**src/pwd_pkg.sv**
```systemverilog
// Package for the programmable watchdog: register map, fields, keys and types
`default_nettype none
package pwd_pkg;

  // ----------------------------------------------------------------
  // Counting chain shape
  // ----------------------------------------------------------------
  localparam int unsigned TIMER_W = 14;
  localparam int unsigned PRESC_W = 7;
  localparam int unsigned PS_W    = 3;

  // ----------------------------------------------------------------
  // Register map
  // ----------------------------------------------------------------
  localparam logic [7:0] ADDR_SERVICE = 8'hA6;
  localparam logic [7:0] ADDR_CONTROL = 8'hA7;
  localparam logic [7:0] ADDR_STATUS  = 8'hA8;
  localparam logic [7:0] ADDR_MASK    = 8'hA9;

  // Service keys
  localparam logic [7:0] KEY_FIRST  = 8'h1E;
  localparam logic [7:0] KEY_SECOND = 8'hE1;

  // ----------------------------------------------------------------
  // Control register fields
  // ----------------------------------------------------------------
  localparam int unsigned CTRL_PS_LSB   = 5;
  localparam int unsigned CTRL_IDLE_BIT = 4;
  localparam int unsigned CTRL_OVF_BIT  = 1;
  localparam int unsigned CTRL_RUN_BIT  = 0;
  localparam logic [7:0]  CTRL_RESET    = 8'h00;
  localparam logic [7:0]  READ_IDLE     = 8'h00;

  // Interrupt status and mask fields
  localparam int unsigned INT_W           = 2;
  localparam int unsigned INT_TIMEOUT_BIT = 0;
  localparam int unsigned INT_BADSEQ_BIT  = 1;

  // ----------------------------------------------------------------
  // Types
  // ----------------------------------------------------------------
  typedef struct packed {
    logic [7:0] addr;
    logic [7:0] wdata;
    logic       wr;
    logic       rd;
  } pwd_bus_req_t;

  typedef enum logic [0:0] {
    SEQ_IDLE,
    SEQ_ARMED
  } pwd_seq_t;

endpackage
`default_nettype wire

```
**src/pwd_count_chain.sv**
```systemverilog
// Prescaler and timer chain that marks the watchdog timeout
`timescale 1ns/100ps
`default_nettype none
module pwd_count_chain
  import pwd_pkg::*;
#(
  parameter int unsigned TW = TIMER_W,
  parameter int unsigned PW = PRESC_W
) (
  // Clock and reset
  input  wire logic            core_clk,
  input  wire logic            rstn_sync,
  // Control
  input  wire logic            clear,
  input  wire logic            advance,
  input  wire logic [PS_W-1:0] period_sel,
  // Results
  output logic                 expire,
  output logic [TW+PW-1:0]     count_value
);

  if (PW < (1 << PS_W) - 1) begin : g_check
    $error("prescaler too narrow for the period select range");
  end

  typedef struct packed {
    logic [PW-1:0] presc;
    logic [TW-1:0] timer;
  } pwd_chain_state_t;

  pwd_chain_state_t state;
  pwd_chain_state_t next_state;
  logic [PW-1:0]    presc_mask;
  logic             presc_last;
  logic             tick;

  always_comb begin
    presc_mask  = PW'((32'h1 << period_sel) - 32'h1);
    presc_last  = &(state.presc | ~presc_mask);
    tick        = advance && presc_last;
    expire      = tick && (&state.timer);
    next_state  = state;
    if (clear) begin
      next_state = '0;
    end else if (advance) begin
      next_state.presc = presc_last ? '0 : state.presc + PW'(1);
      if (tick) begin
        next_state.timer = state.timer + TW'(1);
      end
    end
  end

  // Chain registers
  always_ff @(posedge core_clk or negedge rstn_sync) begin
    if (!rstn_sync) begin
      state <= '0;
    end else begin
      state <= next_state;
    end
  end

  assign count_value = {state.timer, state.presc};

endmodule // pwd_count_chain
`default_nettype wire

```
**src/pwd_reset_sync.sv**
```systemverilog
// Reset release synchroniser for the watchdog clock domain
`timescale 1ns/100ps
`default_nettype none
module pwd_reset_sync
  import pwd_pkg::*;
(
  // Clock and raw reset
  input  wire logic core_clk,
  input  wire logic rstn,
  // Synchronised reset
  output logic      rstn_sync
);

  typedef struct packed {
    logic stage1;
    logic stage2;
  } pwd_sync_state_t;

  pwd_sync_state_t state;
  pwd_sync_state_t next_state;

  // Shift a one through two flops after release
  always_comb begin
    next_state.stage1 = 1'b1;
    next_state.stage2 = state.stage1;
  end

  // Assert at once, release on the clock
  always_ff @(posedge core_clk or negedge rstn) begin
    if (!rstn) begin
      state <= '0;
    end else begin
      state <= next_state;
    end
  end

  assign rstn_sync = state.stage2;

endmodule // pwd_reset_sync
`default_nettype wire

```
**src/pwd_watchdog_top.sv**
```systemverilog
// Programmable watchdog: service sequencer, control registers and reset pulse
//
// Implementation choice: strobed register access.
`timescale 1ns/100ps
`default_nettype none
module pwd_watchdog_top
  import pwd_pkg::*;
#(
  parameter int unsigned TW = TIMER_W,
  parameter int unsigned PW = PRESC_W
) (
  // Clock and reset
  input  wire logic         core_clk,
  input  wire logic         rstn,
  // Register port
  input  wire pwd_bus_req_t bus_req,
  output logic [7:0]        rdata,
  // Power state of the CPU
  input  wire logic         idle_mode,
  input  wire logic         power_down,
  // Results
  output logic              cpu_reset,
  output logic              running,
  output logic              irq
);

  if (TW < 1) begin : g_check_tw
    $error("timer width must be at least one");
  end

  if (PW < (1 << PS_W) - 1) begin : g_check_pw
    $error("prescaler width must cover every period code");
  end

  // ----------------------------------------------------------------
  // State
  // ----------------------------------------------------------------
  typedef struct packed {
    pwd_seq_t         seq;
    logic             enabled;
    logic [PS_W-1:0]  period_sel;
    logic             idle_freeze;
    logic             ovf;
    logic [INT_W-1:0] int_status;
    logic [INT_W-1:0] int_mask;
    logic [7:0]       rdata;
    logic             cpu_rst;
    logic             irq;
  } pwd_top_state_t;

  localparam pwd_top_state_t STATE_RESET = '{
    seq:         SEQ_IDLE,
    enabled:     1'b0,
    period_sel:  CTRL_RESET[CTRL_PS_LSB +: PS_W],
    idle_freeze: CTRL_RESET[CTRL_IDLE_BIT],
    ovf:         CTRL_RESET[CTRL_OVF_BIT],
    int_status:  '0,
    int_mask:    '0,
    rdata:       READ_IDLE,
    cpu_rst:     1'b0,
    irq:         1'b0
  };

  pwd_top_state_t      state;
  pwd_top_state_t      next_state;
  logic                rstn_sync;
  logic                svc_wr;
  logic                other_wr;
  logic                ctrl_wr;
  logic                good_first;
  logic                good_second;
  logic                bad_seq;
  logic                advance;
  logic                expire;
  logic                trip;
  logic                chain_clear;
  logic [TW+PW-1:0]    count_value;
  logic [7:0]          ctrl_view;

  // Write to a given register this cycle
  function automatic logic write_to(input pwd_bus_req_t req, input logic [7:0] addr);
    return req.wr && (req.addr == addr);
  endfunction

  // Read of a given register this cycle
  function automatic logic read_of(input pwd_bus_req_t req, input logic [7:0] addr);
    return req.rd && (req.addr == addr);
  endfunction

  // ----------------------------------------------------------------
  // Submodules
  // ----------------------------------------------------------------
  pwd_reset_sync u_reset_sync (
    .core_clk  (core_clk),
    .rstn      (rstn),
    .rstn_sync (rstn_sync)
  );

  pwd_count_chain #(
    .TW (TW),
    .PW (PW)
  ) u_chain (
    .core_clk    (core_clk),
    .rstn_sync   (rstn_sync),
    .clear       (chain_clear),
    .advance     (advance),
    .period_sel  (state.period_sel),
    .expire      (expire),
    .count_value (count_value)
  );

  // ----------------------------------------------------------------
  // Sequence decode
  // ----------------------------------------------------------------
  // two consecutive service writes form a key pair
  always_comb begin
    svc_wr      = write_to(bus_req, ADDR_SERVICE);
    other_wr    = bus_req.wr && (bus_req.addr != ADDR_SERVICE);
    ctrl_wr     = write_to(bus_req, ADDR_CONTROL);
    good_first  = (state.seq == SEQ_IDLE) && svc_wr && (bus_req.wdata == KEY_FIRST);
    good_second = (state.seq == SEQ_ARMED) && svc_wr && (bus_req.wdata == KEY_SECOND);
    // wrong key, wrong order or a write in between
    bad_seq     = (svc_wr && !good_first && !good_second)
                  || ((state.seq == SEQ_ARMED) && other_wr);
  end

  // Counting gate and reset cause
  always_comb begin
    // run unless off, powered down or frozen in idle
    advance     = state.enabled && !power_down && !(idle_mode && state.idle_freeze);
    // expiry or bad sequence trips the reset
    trip        = expire || bad_seq;
    chain_clear = good_second || trip || !state.enabled;
  end

  // Control register as software sees it
  always_comb begin
    ctrl_view = '0;
    ctrl_view[CTRL_PS_LSB +: PS_W] = state.period_sel;
    ctrl_view[CTRL_IDLE_BIT]       = state.idle_freeze;
    ctrl_view[CTRL_OVF_BIT]        = state.ovf;
    ctrl_view[CTRL_RUN_BIT]        = state.enabled;
  end

  // ----------------------------------------------------------------
  // Next state
  // ----------------------------------------------------------------
  always_comb begin
    next_state = state;

    // Key sequencer
    case (state.seq)
      SEQ_IDLE: begin
        if (good_first && !trip) begin
          next_state.seq = SEQ_ARMED;
        end
      end
      SEQ_ARMED: begin
        if (good_second || trip) begin
          next_state.seq = SEQ_IDLE;
        end
      end
      default: begin
        next_state.seq = SEQ_IDLE;
      end
    endcase

    // enable on keys, drop on own reset
    if (trip) begin
      next_state.enabled = 1'b0;
    end else if (good_second) begin
      next_state.enabled = 1'b1;
    end

    // one-cycle reset pulse to the CPU
    next_state.cpu_rst = trip;

    // Control writes; running bit is not writable
    if (ctrl_wr) begin
      next_state.period_sel  = bus_req.wdata[CTRL_PS_LSB +: PS_W];
      next_state.idle_freeze = bus_req.wdata[CTRL_IDLE_BIT];
    end

    // sticky flag, set beats a zero write
    next_state.ovf = trip || (state.ovf && !(ctrl_wr && !bus_req.wdata[CTRL_OVF_BIT]));

    // Event status, cleared by reading it, set wins
    if (read_of(bus_req, ADDR_STATUS)) begin
      next_state.int_status = '0;
    end
    if (expire) begin
      next_state.int_status[INT_TIMEOUT_BIT] = 1'b1;
    end
    if (bad_seq) begin
      next_state.int_status[INT_BADSEQ_BIT] = 1'b1;
    end

    // Interrupt mask
    if (write_to(bus_req, ADDR_MASK)) begin
      next_state.int_mask = bus_req.wdata[INT_W-1:0];
    end
    next_state.irq = |(next_state.int_status & next_state.int_mask);

    // read data for one cycle; service port reads zero
    next_state.rdata = READ_IDLE;
    if (bus_req.rd) begin
      case (bus_req.addr)
        ADDR_CONTROL: next_state.rdata = ctrl_view;
        ADDR_STATUS:  next_state.rdata = 8'(state.int_status);
        ADDR_MASK:    next_state.rdata = 8'(state.int_mask);
        default:      next_state.rdata = READ_IDLE;
      endcase
    end
  end

  // ----------------------------------------------------------------
  // Registers
  // ----------------------------------------------------------------
  // system reset leaves the watchdog off
  always_ff @(posedge core_clk or negedge rstn_sync) begin
    if (!rstn_sync) begin
      state <= STATE_RESET;
    end else begin
      state <= next_state;
    end
  end

  // Outputs straight from flops
  assign rdata     = state.rdata;
  assign cpu_reset = state.cpu_rst;
  assign running   = state.enabled;
  assign irq       = state.irq;
endmodule // pwd_watchdog_top
`default_nettype wire
```
**config.mk**
```make
export PLATFORM = sky130hd
export DESIGN_NAME = pwd_watchdog_top
export DESIGN_NICKNAME = d
export VERILOG_FILES = /design/src/pwd_pkg.sv /design/src/pwd_count_chain.sv /design/src/pwd_reset_sync.sv /design/src/pwd_watchdog_top.sv
export SDC_FILE = /design/constraint.sdc
export NUM_CORES = 1
export LEC_CHECK = 0
export BUFFER_PORTS_ARGS = -buffer_cell sky130_fd_sc_hd__buf_2
export CAP_MARGIN = 20
export CORE_MARGIN = 4
export CORE_UTILIZATION = 25
export CTS_BUF_LIST = sky130_fd_sc_hd__clkbuf_8
export DETAILED_ROUTE_END_ITERATION = 10
export PLACE_DENSITY = 0.47
export SLEW_MARGIN = 25
export SYNTH_ARGS = -nofsm -noshare
export SYNTH_HDL_FRONTEND = slang
export SYNTH_SLANG_ARGS = --single-unit
```
**constraint.sdc**
```tcl
create_clock -name core_clk -period 1.6 [get_ports core_clk]
set_clock_uncertainty 0.2 [all_clocks]
set_input_delay 0.16 -clock core_clk [delete_from_list [all_inputs] [get_ports core_clk]]
set_output_delay 0.16 -clock core_clk [all_outputs]
set_load 0.01 [all_outputs]
```
Yosys cells after proc, flatten, opt, wreduce, memory -nomap -nowiden
Cells that the tools add are included.
{"block": "totals", "ff_bits": 44}
{"block": "classes", "n_addsub": 3, "n_eq_ne": 7, "shifts": 1, "muxes": 15, "n_bitwise": 4, "reduce_logical": 40}
{"op": "21-bit 2-to-1 mux", "count": 2}
{"op": "8-bit equality test (second input constant)", "count": 5}
{"op": "8-bit one-hot mux with 3 select lines", "count": 1}
{"op": "1-bit logical AND", "count": 20}
{"op": "14-bit by 1-bit adder with 14-bit output (second input constant)", "count": 1}
{"op": "14-bit 2-to-1 mux", "count": 1}
{"op": "14-bit AND reduction", "count": 1}
{"op": "8-bit by 5-bit equality test with 1-bit output (second input constant)", "count": 1}
{"op": "1-bit zero test", "count": 8}
{"op": "8-bit 2-to-1 mux", "count": 1}
{"op": "8-bit != test (second input constant)", "count": 1}
{"op": "7-bit by 1-bit adder with 7-bit output (second input constant)", "count": 1}
{"op": "7-bit 2-to-1 mux", "count": 1}
{"op": "7-bit inverter", "count": 1}
{"op": "7-bit OR", "count": 1}
{"op": "7-bit AND reduction", "count": 1}
{"op": "1-bit by 3-bit << shifter with 7-bit output (first input constant)", "count": 1}
{"op": "7-bit by 1-bit subtractor with 7-bit output (second input constant)", "count": 1}
{"op": "1-bit 2-to-1 mux", "count": 6}
{"op": "2-bit nonzero test", "count": 3}
{"op": "1-bit logical OR", "count": 5}
{"op": "2-bit 2-to-1 mux", "count": 2}
{"op": "2-bit AND", "count": 1}
{"op": "1-bit one-hot mux with 2 select lines", "count": 1}
{"op": "3 further kinds", "count": 3}

Logic depth before layout (Yosys ltp)
{"block": "logic_depth", "ltp_word": 13, "ltp_mapped": 11, "mapped_depth_nobuf": 8}

Modules after synthesis
From an unflattened synthesis, not the netlist that was laid out.
{"block": "hier_totals", "hier_cells": 214, "area_unflattened_um2": 2207.1}
{"module": "pwd_count_chain", "n_inst": 1, "cells_per_inst": 134, "area_each_um2": 1181.1}
{"module": "pwd_watchdog_top", "n_inst": 1, "cells_per_inst": 77, "area_each_um2": 972.2}
{"module": "pwd_reset_sync", "n_inst": 1, "cells_per_inst": 3, "area_each_um2": 53.8}

Worst setup path before layout
OpenSTA, ideal clock, no wires.
{"block": "synth_path", "path_type": "register to register", "from": "register state, in the netlist ctrl_view[7]", "to": "register u_chain.state, in the netlist u_chain.count_value[10]", "setup_ns": 0.087, "t_arrival_ns": 2.716, "required_ns": 1.313, "setup_slack_ns": -1.403, "path_stages_with_launch": 10, "path_buffers": 2, "synth_period_minus_slack_ns": 3.003, "cell_sequence": "dfrtp_1 -> buf_2 -> or3_4 -> ha_1 -> or3b_2 -> a31oi_1 -> a2111o_1 -> buf_6 -> or4_1 -> a211oi_2"}
{"block": "synth_between", "elab_chain_cells": 12}
{"element": "start: declaration", "line": "pwd_watchdog_top.sv:64", "source": "pwd_top_state_t state;"}
{"element": "start signal: assignment", "line": "pwd_watchdog_top.sv:224", "source": "state <= next_state;"}
{"element": "1-bit by 3-bit << shifter with 7-bit output (*)", "line": "pwd_count_chain.sv:38", "source": "presc_mask = PW'((32'h1 << period_sel) - 32'h1);"}
{"element": "7-bit by 1-bit subtractor with 7-bit output (*)", "line": "pwd_count_chain.sv:38"}
{"element": "7-bit inverter (*)", "line": "pwd_count_chain.sv:39", "source": "presc_last = &(state.presc | ~presc_mask);"}
{"element": "7-bit OR (*)", "line": "pwd_count_chain.sv:39"}
{"element": "7-bit AND reduction (*)", "line": "pwd_count_chain.sv:39"}
{"element": "1-bit logical AND (*)", "line": "pwd_count_chain.sv:40", "source": "tick = advance && presc_last;"}
{"element": "1-bit logical AND", "line": "pwd_count_chain.sv:41", "source": "expire = tick && (&state.timer);"}
{"element": "1-bit logical OR", "line": "pwd_watchdog_top.sv:132", "source": "trip = expire || bad_seq;"}
{"element": "1-bit logical OR (2 in series)", "line": "pwd_watchdog_top.sv:133", "source": "chain_clear = good_second || trip || !state.enabled;"}
{"element": "2-bit nonzero test (no source line)"}
{"element": "2-bit AND reduction (no source line)"}
{"element": "end signal: assignment", "line": "pwd_count_chain.sv:58", "source": "state <= next_state;"}
{"element": "end: declaration", "line": "pwd_count_chain.sv:31", "source": "pwd_chain_state_t state;"}
Mark *: on every way between the ends. The rest lies on a longest branch, timed or not.
A chain may end at the register's enable or synchronous reset.

Final worst setup path
{"block": "layout_path", "from": "register state, in the netlist ctrl_view[6]", "to": "register u_chain.state, in the netlist u_chain.count_value[13]"}
The elaborated chain is that of the path after synthesis.

==> flow_metrics.tcl <==
set metrics [dict create \
    status "finished with violations" \
    violations "negative setup slack" \
    clock-sinks 42 \
    worstPathMaxFanout 17 \
    fin_nets 373 \
    postSynthAreaPerCell_um2 10.03 \
    fin_crit_sh_pct 181.3 \
    worst-setup-path-type "flop to flop" \
    leakage_uw 0.001608 \
    ys_seq_area_share_pct 43.66 \
    worstPathArrival_ns 2.91 \
    start_kind "flop" \
    synth_cell_types 50 \
    hpwl_mm 4.827 \
    htreeDepth 2 \
    cts_buffers 5 \
    ant_nets 0 \
    syn-instance-count 240 \
    slowest_stage "or4_4" \
    crit_chain "or3_4 -> ha_4 -> or3b_2 -> a31oi_2 -> a2111o_1 -> buf_12 -> or4_4 -> a211oi_2" \
    hold_class "primary input to flop" \
    grt_pass1_wl_mm 11.77 \
    power_uw 2758 \
    fin_ws_ns -1.300 \
    syn2layout_area_growth_pct 54.21 \
    rr_startpoint "ctrl_view[6]" \
    wl_per_cell_um 14.77 \
    vias_per_cell 4.780 \
    syn_area_mm2 0.002407 \
    die_area_mm2 0.01126 \
    hold_violations 0 \
    postRouteWirelength_mm 7.060 \
    setup_viol 28 \
    gp_congestion 0.7372 \
    port_buffers 30 \
    powerDensity_mw_per_mm2 742.8 \
    drive_above_1_share_pct 49.28 \
    num_vias 2285 \
    clk_pin_slew_ns 0.09 \
    track_usage_pct 12.97 \
    worstHoldStart "bus_req[7]" \
    report.final.slew_viol_count 0 \
    worstSetupEndpointType "flop" \
    initial_core_util_pct 25.81 \
    placed_cell_area_mm2 0.003303 \
    timing.setup.tns_ns -32.78 \
    grt_setup_unrepaired "yes" \
    fmax_mhz 344.8 \
    synth_warnings 0 \
    synth_edf_count 0 \
    first_iter_violations 62 \
    fp-row-count 35 \
    synthFlopType "dfrtp_1" \
    cts_tree "yes" \
    async_flop_share_pct 100.0 \
    post-route-util_pct 39.80 \
    antenna_found_initial 0 \
    max_cap_violations 0 \
    ir_drop_mv 0.3290 \
    n_fill_cell 939 \
    die_w_um 106.1 \
    cp_slowest_stage_delay_ns 0.52 \
    ios 33 \
    cts_buffer_depth 2 \
    final_common_cell "buf_4" \
    drc 0 \
    num_antenna_cells 0 \
    grt_pass1_vias 2373 \
    worstSkewPairLatency_ns 0.30 \
    dieHeight_um 106.1 \
    cp-startpoint "ctrl_view[6]" \
    grt_overflow 0 \
    root_buffer "clkbuf_8" \
    drtPass1Iterations 5 \
    grt_start_max_net_pins 41 \
    coreArea_mm2 0.009328 \
    finalCriticalPeriod_ns 2.900 \
    finish.instance_area_mm2 0.003712 \
    final_cell_mix "buf_4 (74), dfrtp_1 (41), buf_2 (30)" \
    ys_ff_latch 42 \
    cp_data_required_time_ns 1.61 \
]
## synthesized netlist by cell type (3+ instances only)
cell type   n  area [um^2]
and3_1     12        75.07
a211oi_1   13        97.59
buf_2       6        30.03
a211oi_2    4        50.05
buf_4       8        60.06
and4_1      3        26.28
nand4_1     6        37.54
ha_1        3        37.54
nand3_1     3        15.01
o211ai_1    4        30.03
nor4_1      5        31.28
xor2_1      3        26.28
mux2_2      8        90.09
nand2b_1    4        25.02
inv_1       5        18.77
and2_1      6        37.54
nor2b_1     5        31.28
or4_1       8        60.06
o2111ai_1   4        35.03
clkbuf_1    4        15.01
o21ai_0     9        45.04
o31ai_1     9        67.56
nand2_1    16        60.06
dfrtp_1    42         1051
nand4b_1    3        26.28
or3_1       6        37.54
nor2_1      8        30.03
## state kept, by name, summed over array words and instances (netlist names)
register,cells
u_chain.count_value,21
u_reset_sync.next_state,1
state,5
ctrl_view,5
irq,1
u_reset_sync.rstn_sync,1
cpu_reset,1
rdata,6
running,1
## worst max-delay path, delay by kind of cell, from the launching register on
kind	cells	cell delay [ns]
AO/OA/AOI/OAI	3	0.73
adder cells (fa/ha/maj)	1	0.19
buffers and inverters	1	0.19
flip-flops	1	0.39
AND/OR/NAND/NOR	3	1.12
## final timing paths
kind                                      endpoint  slack, ns  cells past startpoint
setup / recovery           u_chain.count_value[13]      -1.30                      8
hold / removal                        ctrl_view[5]       0.01                      3
setup reg to reg           u_chain.count_value[13]      -1.30                      8
hold reg to reg             u_chain.count_value[9]       0.03                      1
max in group asynchronous   u_reset_sync.rstn_sync       0.58                      3
min in group asynchronous   u_chain.count_value[9]       0.03                      1
## logic make-up (layout without fill, tap and decap cells)
| family | after synthesis | in the layout | synth area share, % |
|---|---|---|---|
| and+or+nand+nor | 98 | 98 | 25.16 |
| xor gates and xnor gates | 5 | 5 | 1.819 |
| DFF | 42 | 42 | 43.66 |
| adders and majority gates | 3 | 3 | 1.559 |
| muxes | 8 | 8 | 3.742 |
| other | 2 | 3 | 0.3120 |
| buffers and inverters | 24 | 132 | 5.613 |
| AOI/OAI and AO/OA | 58 | 58 | 18.14 |
## per-layer routing
metal / share of wire, % / global-route usage, % / vias to the layer above
li1: - / - / 1126
met1: 47 / 17.48 / 1125
met2: 50 / 21.00 / 32
met3: 2.7 / 2.186 / 2
met4: 0.86 / 4.440 / 0
met5: 0 / 0 / -
## through the flow
| step | worst slack [ns] | cells | hold slack [ns] |
|---|---|---|---|
| 2_1_floorplan | -1.166 | 241 | -0.3356 |
| 3_3_place_gp | -1.146 | 458 | -0.2545 |
| 3_5_place_dp | -1.224 | 458 | -0.2518 |
| 4_1_cts | -1.213 | 475 | 0.0004967 |
| 5_1_grt | -1.351 | 478 | 0.004560 |
| 6_report | -1.300 | 478 | 0.01294 |
## what timing repair did
action,CTS,global route
setup endpoints to repair,27,28
resized for setup,24,14
pin swaps,3,4
cloned,1,1
hold buffers,5,0
hold endpoints to repair,10,0
buffers inserted,3,3
## power breakdown
part	total (uW)	switching, uW	internal (uW)
clock	730	415	316
sequential	1120	30.5	1090
combinational	903	468	435
## area by class of cell
| class | count | area (um^2) | area share [%] |
|---|---|---|---|
| flip-flops and latches | 42 | 1052 | 28.35 |
| clock buffers | 5 | 68.82 | 1.854 |
| repair buffers | 119 | 917.1 | 24.71 |
| multi-input cells | 175 | 1469 | 39.57 |
| clock inverters | 3 | 25.02 | 0.6741 |
| well taps | 129 | 161.4 | 4.348 |
| inverters | 5 | 18.77 | 0.5056 |
Power figures use the tool's default switching activity.
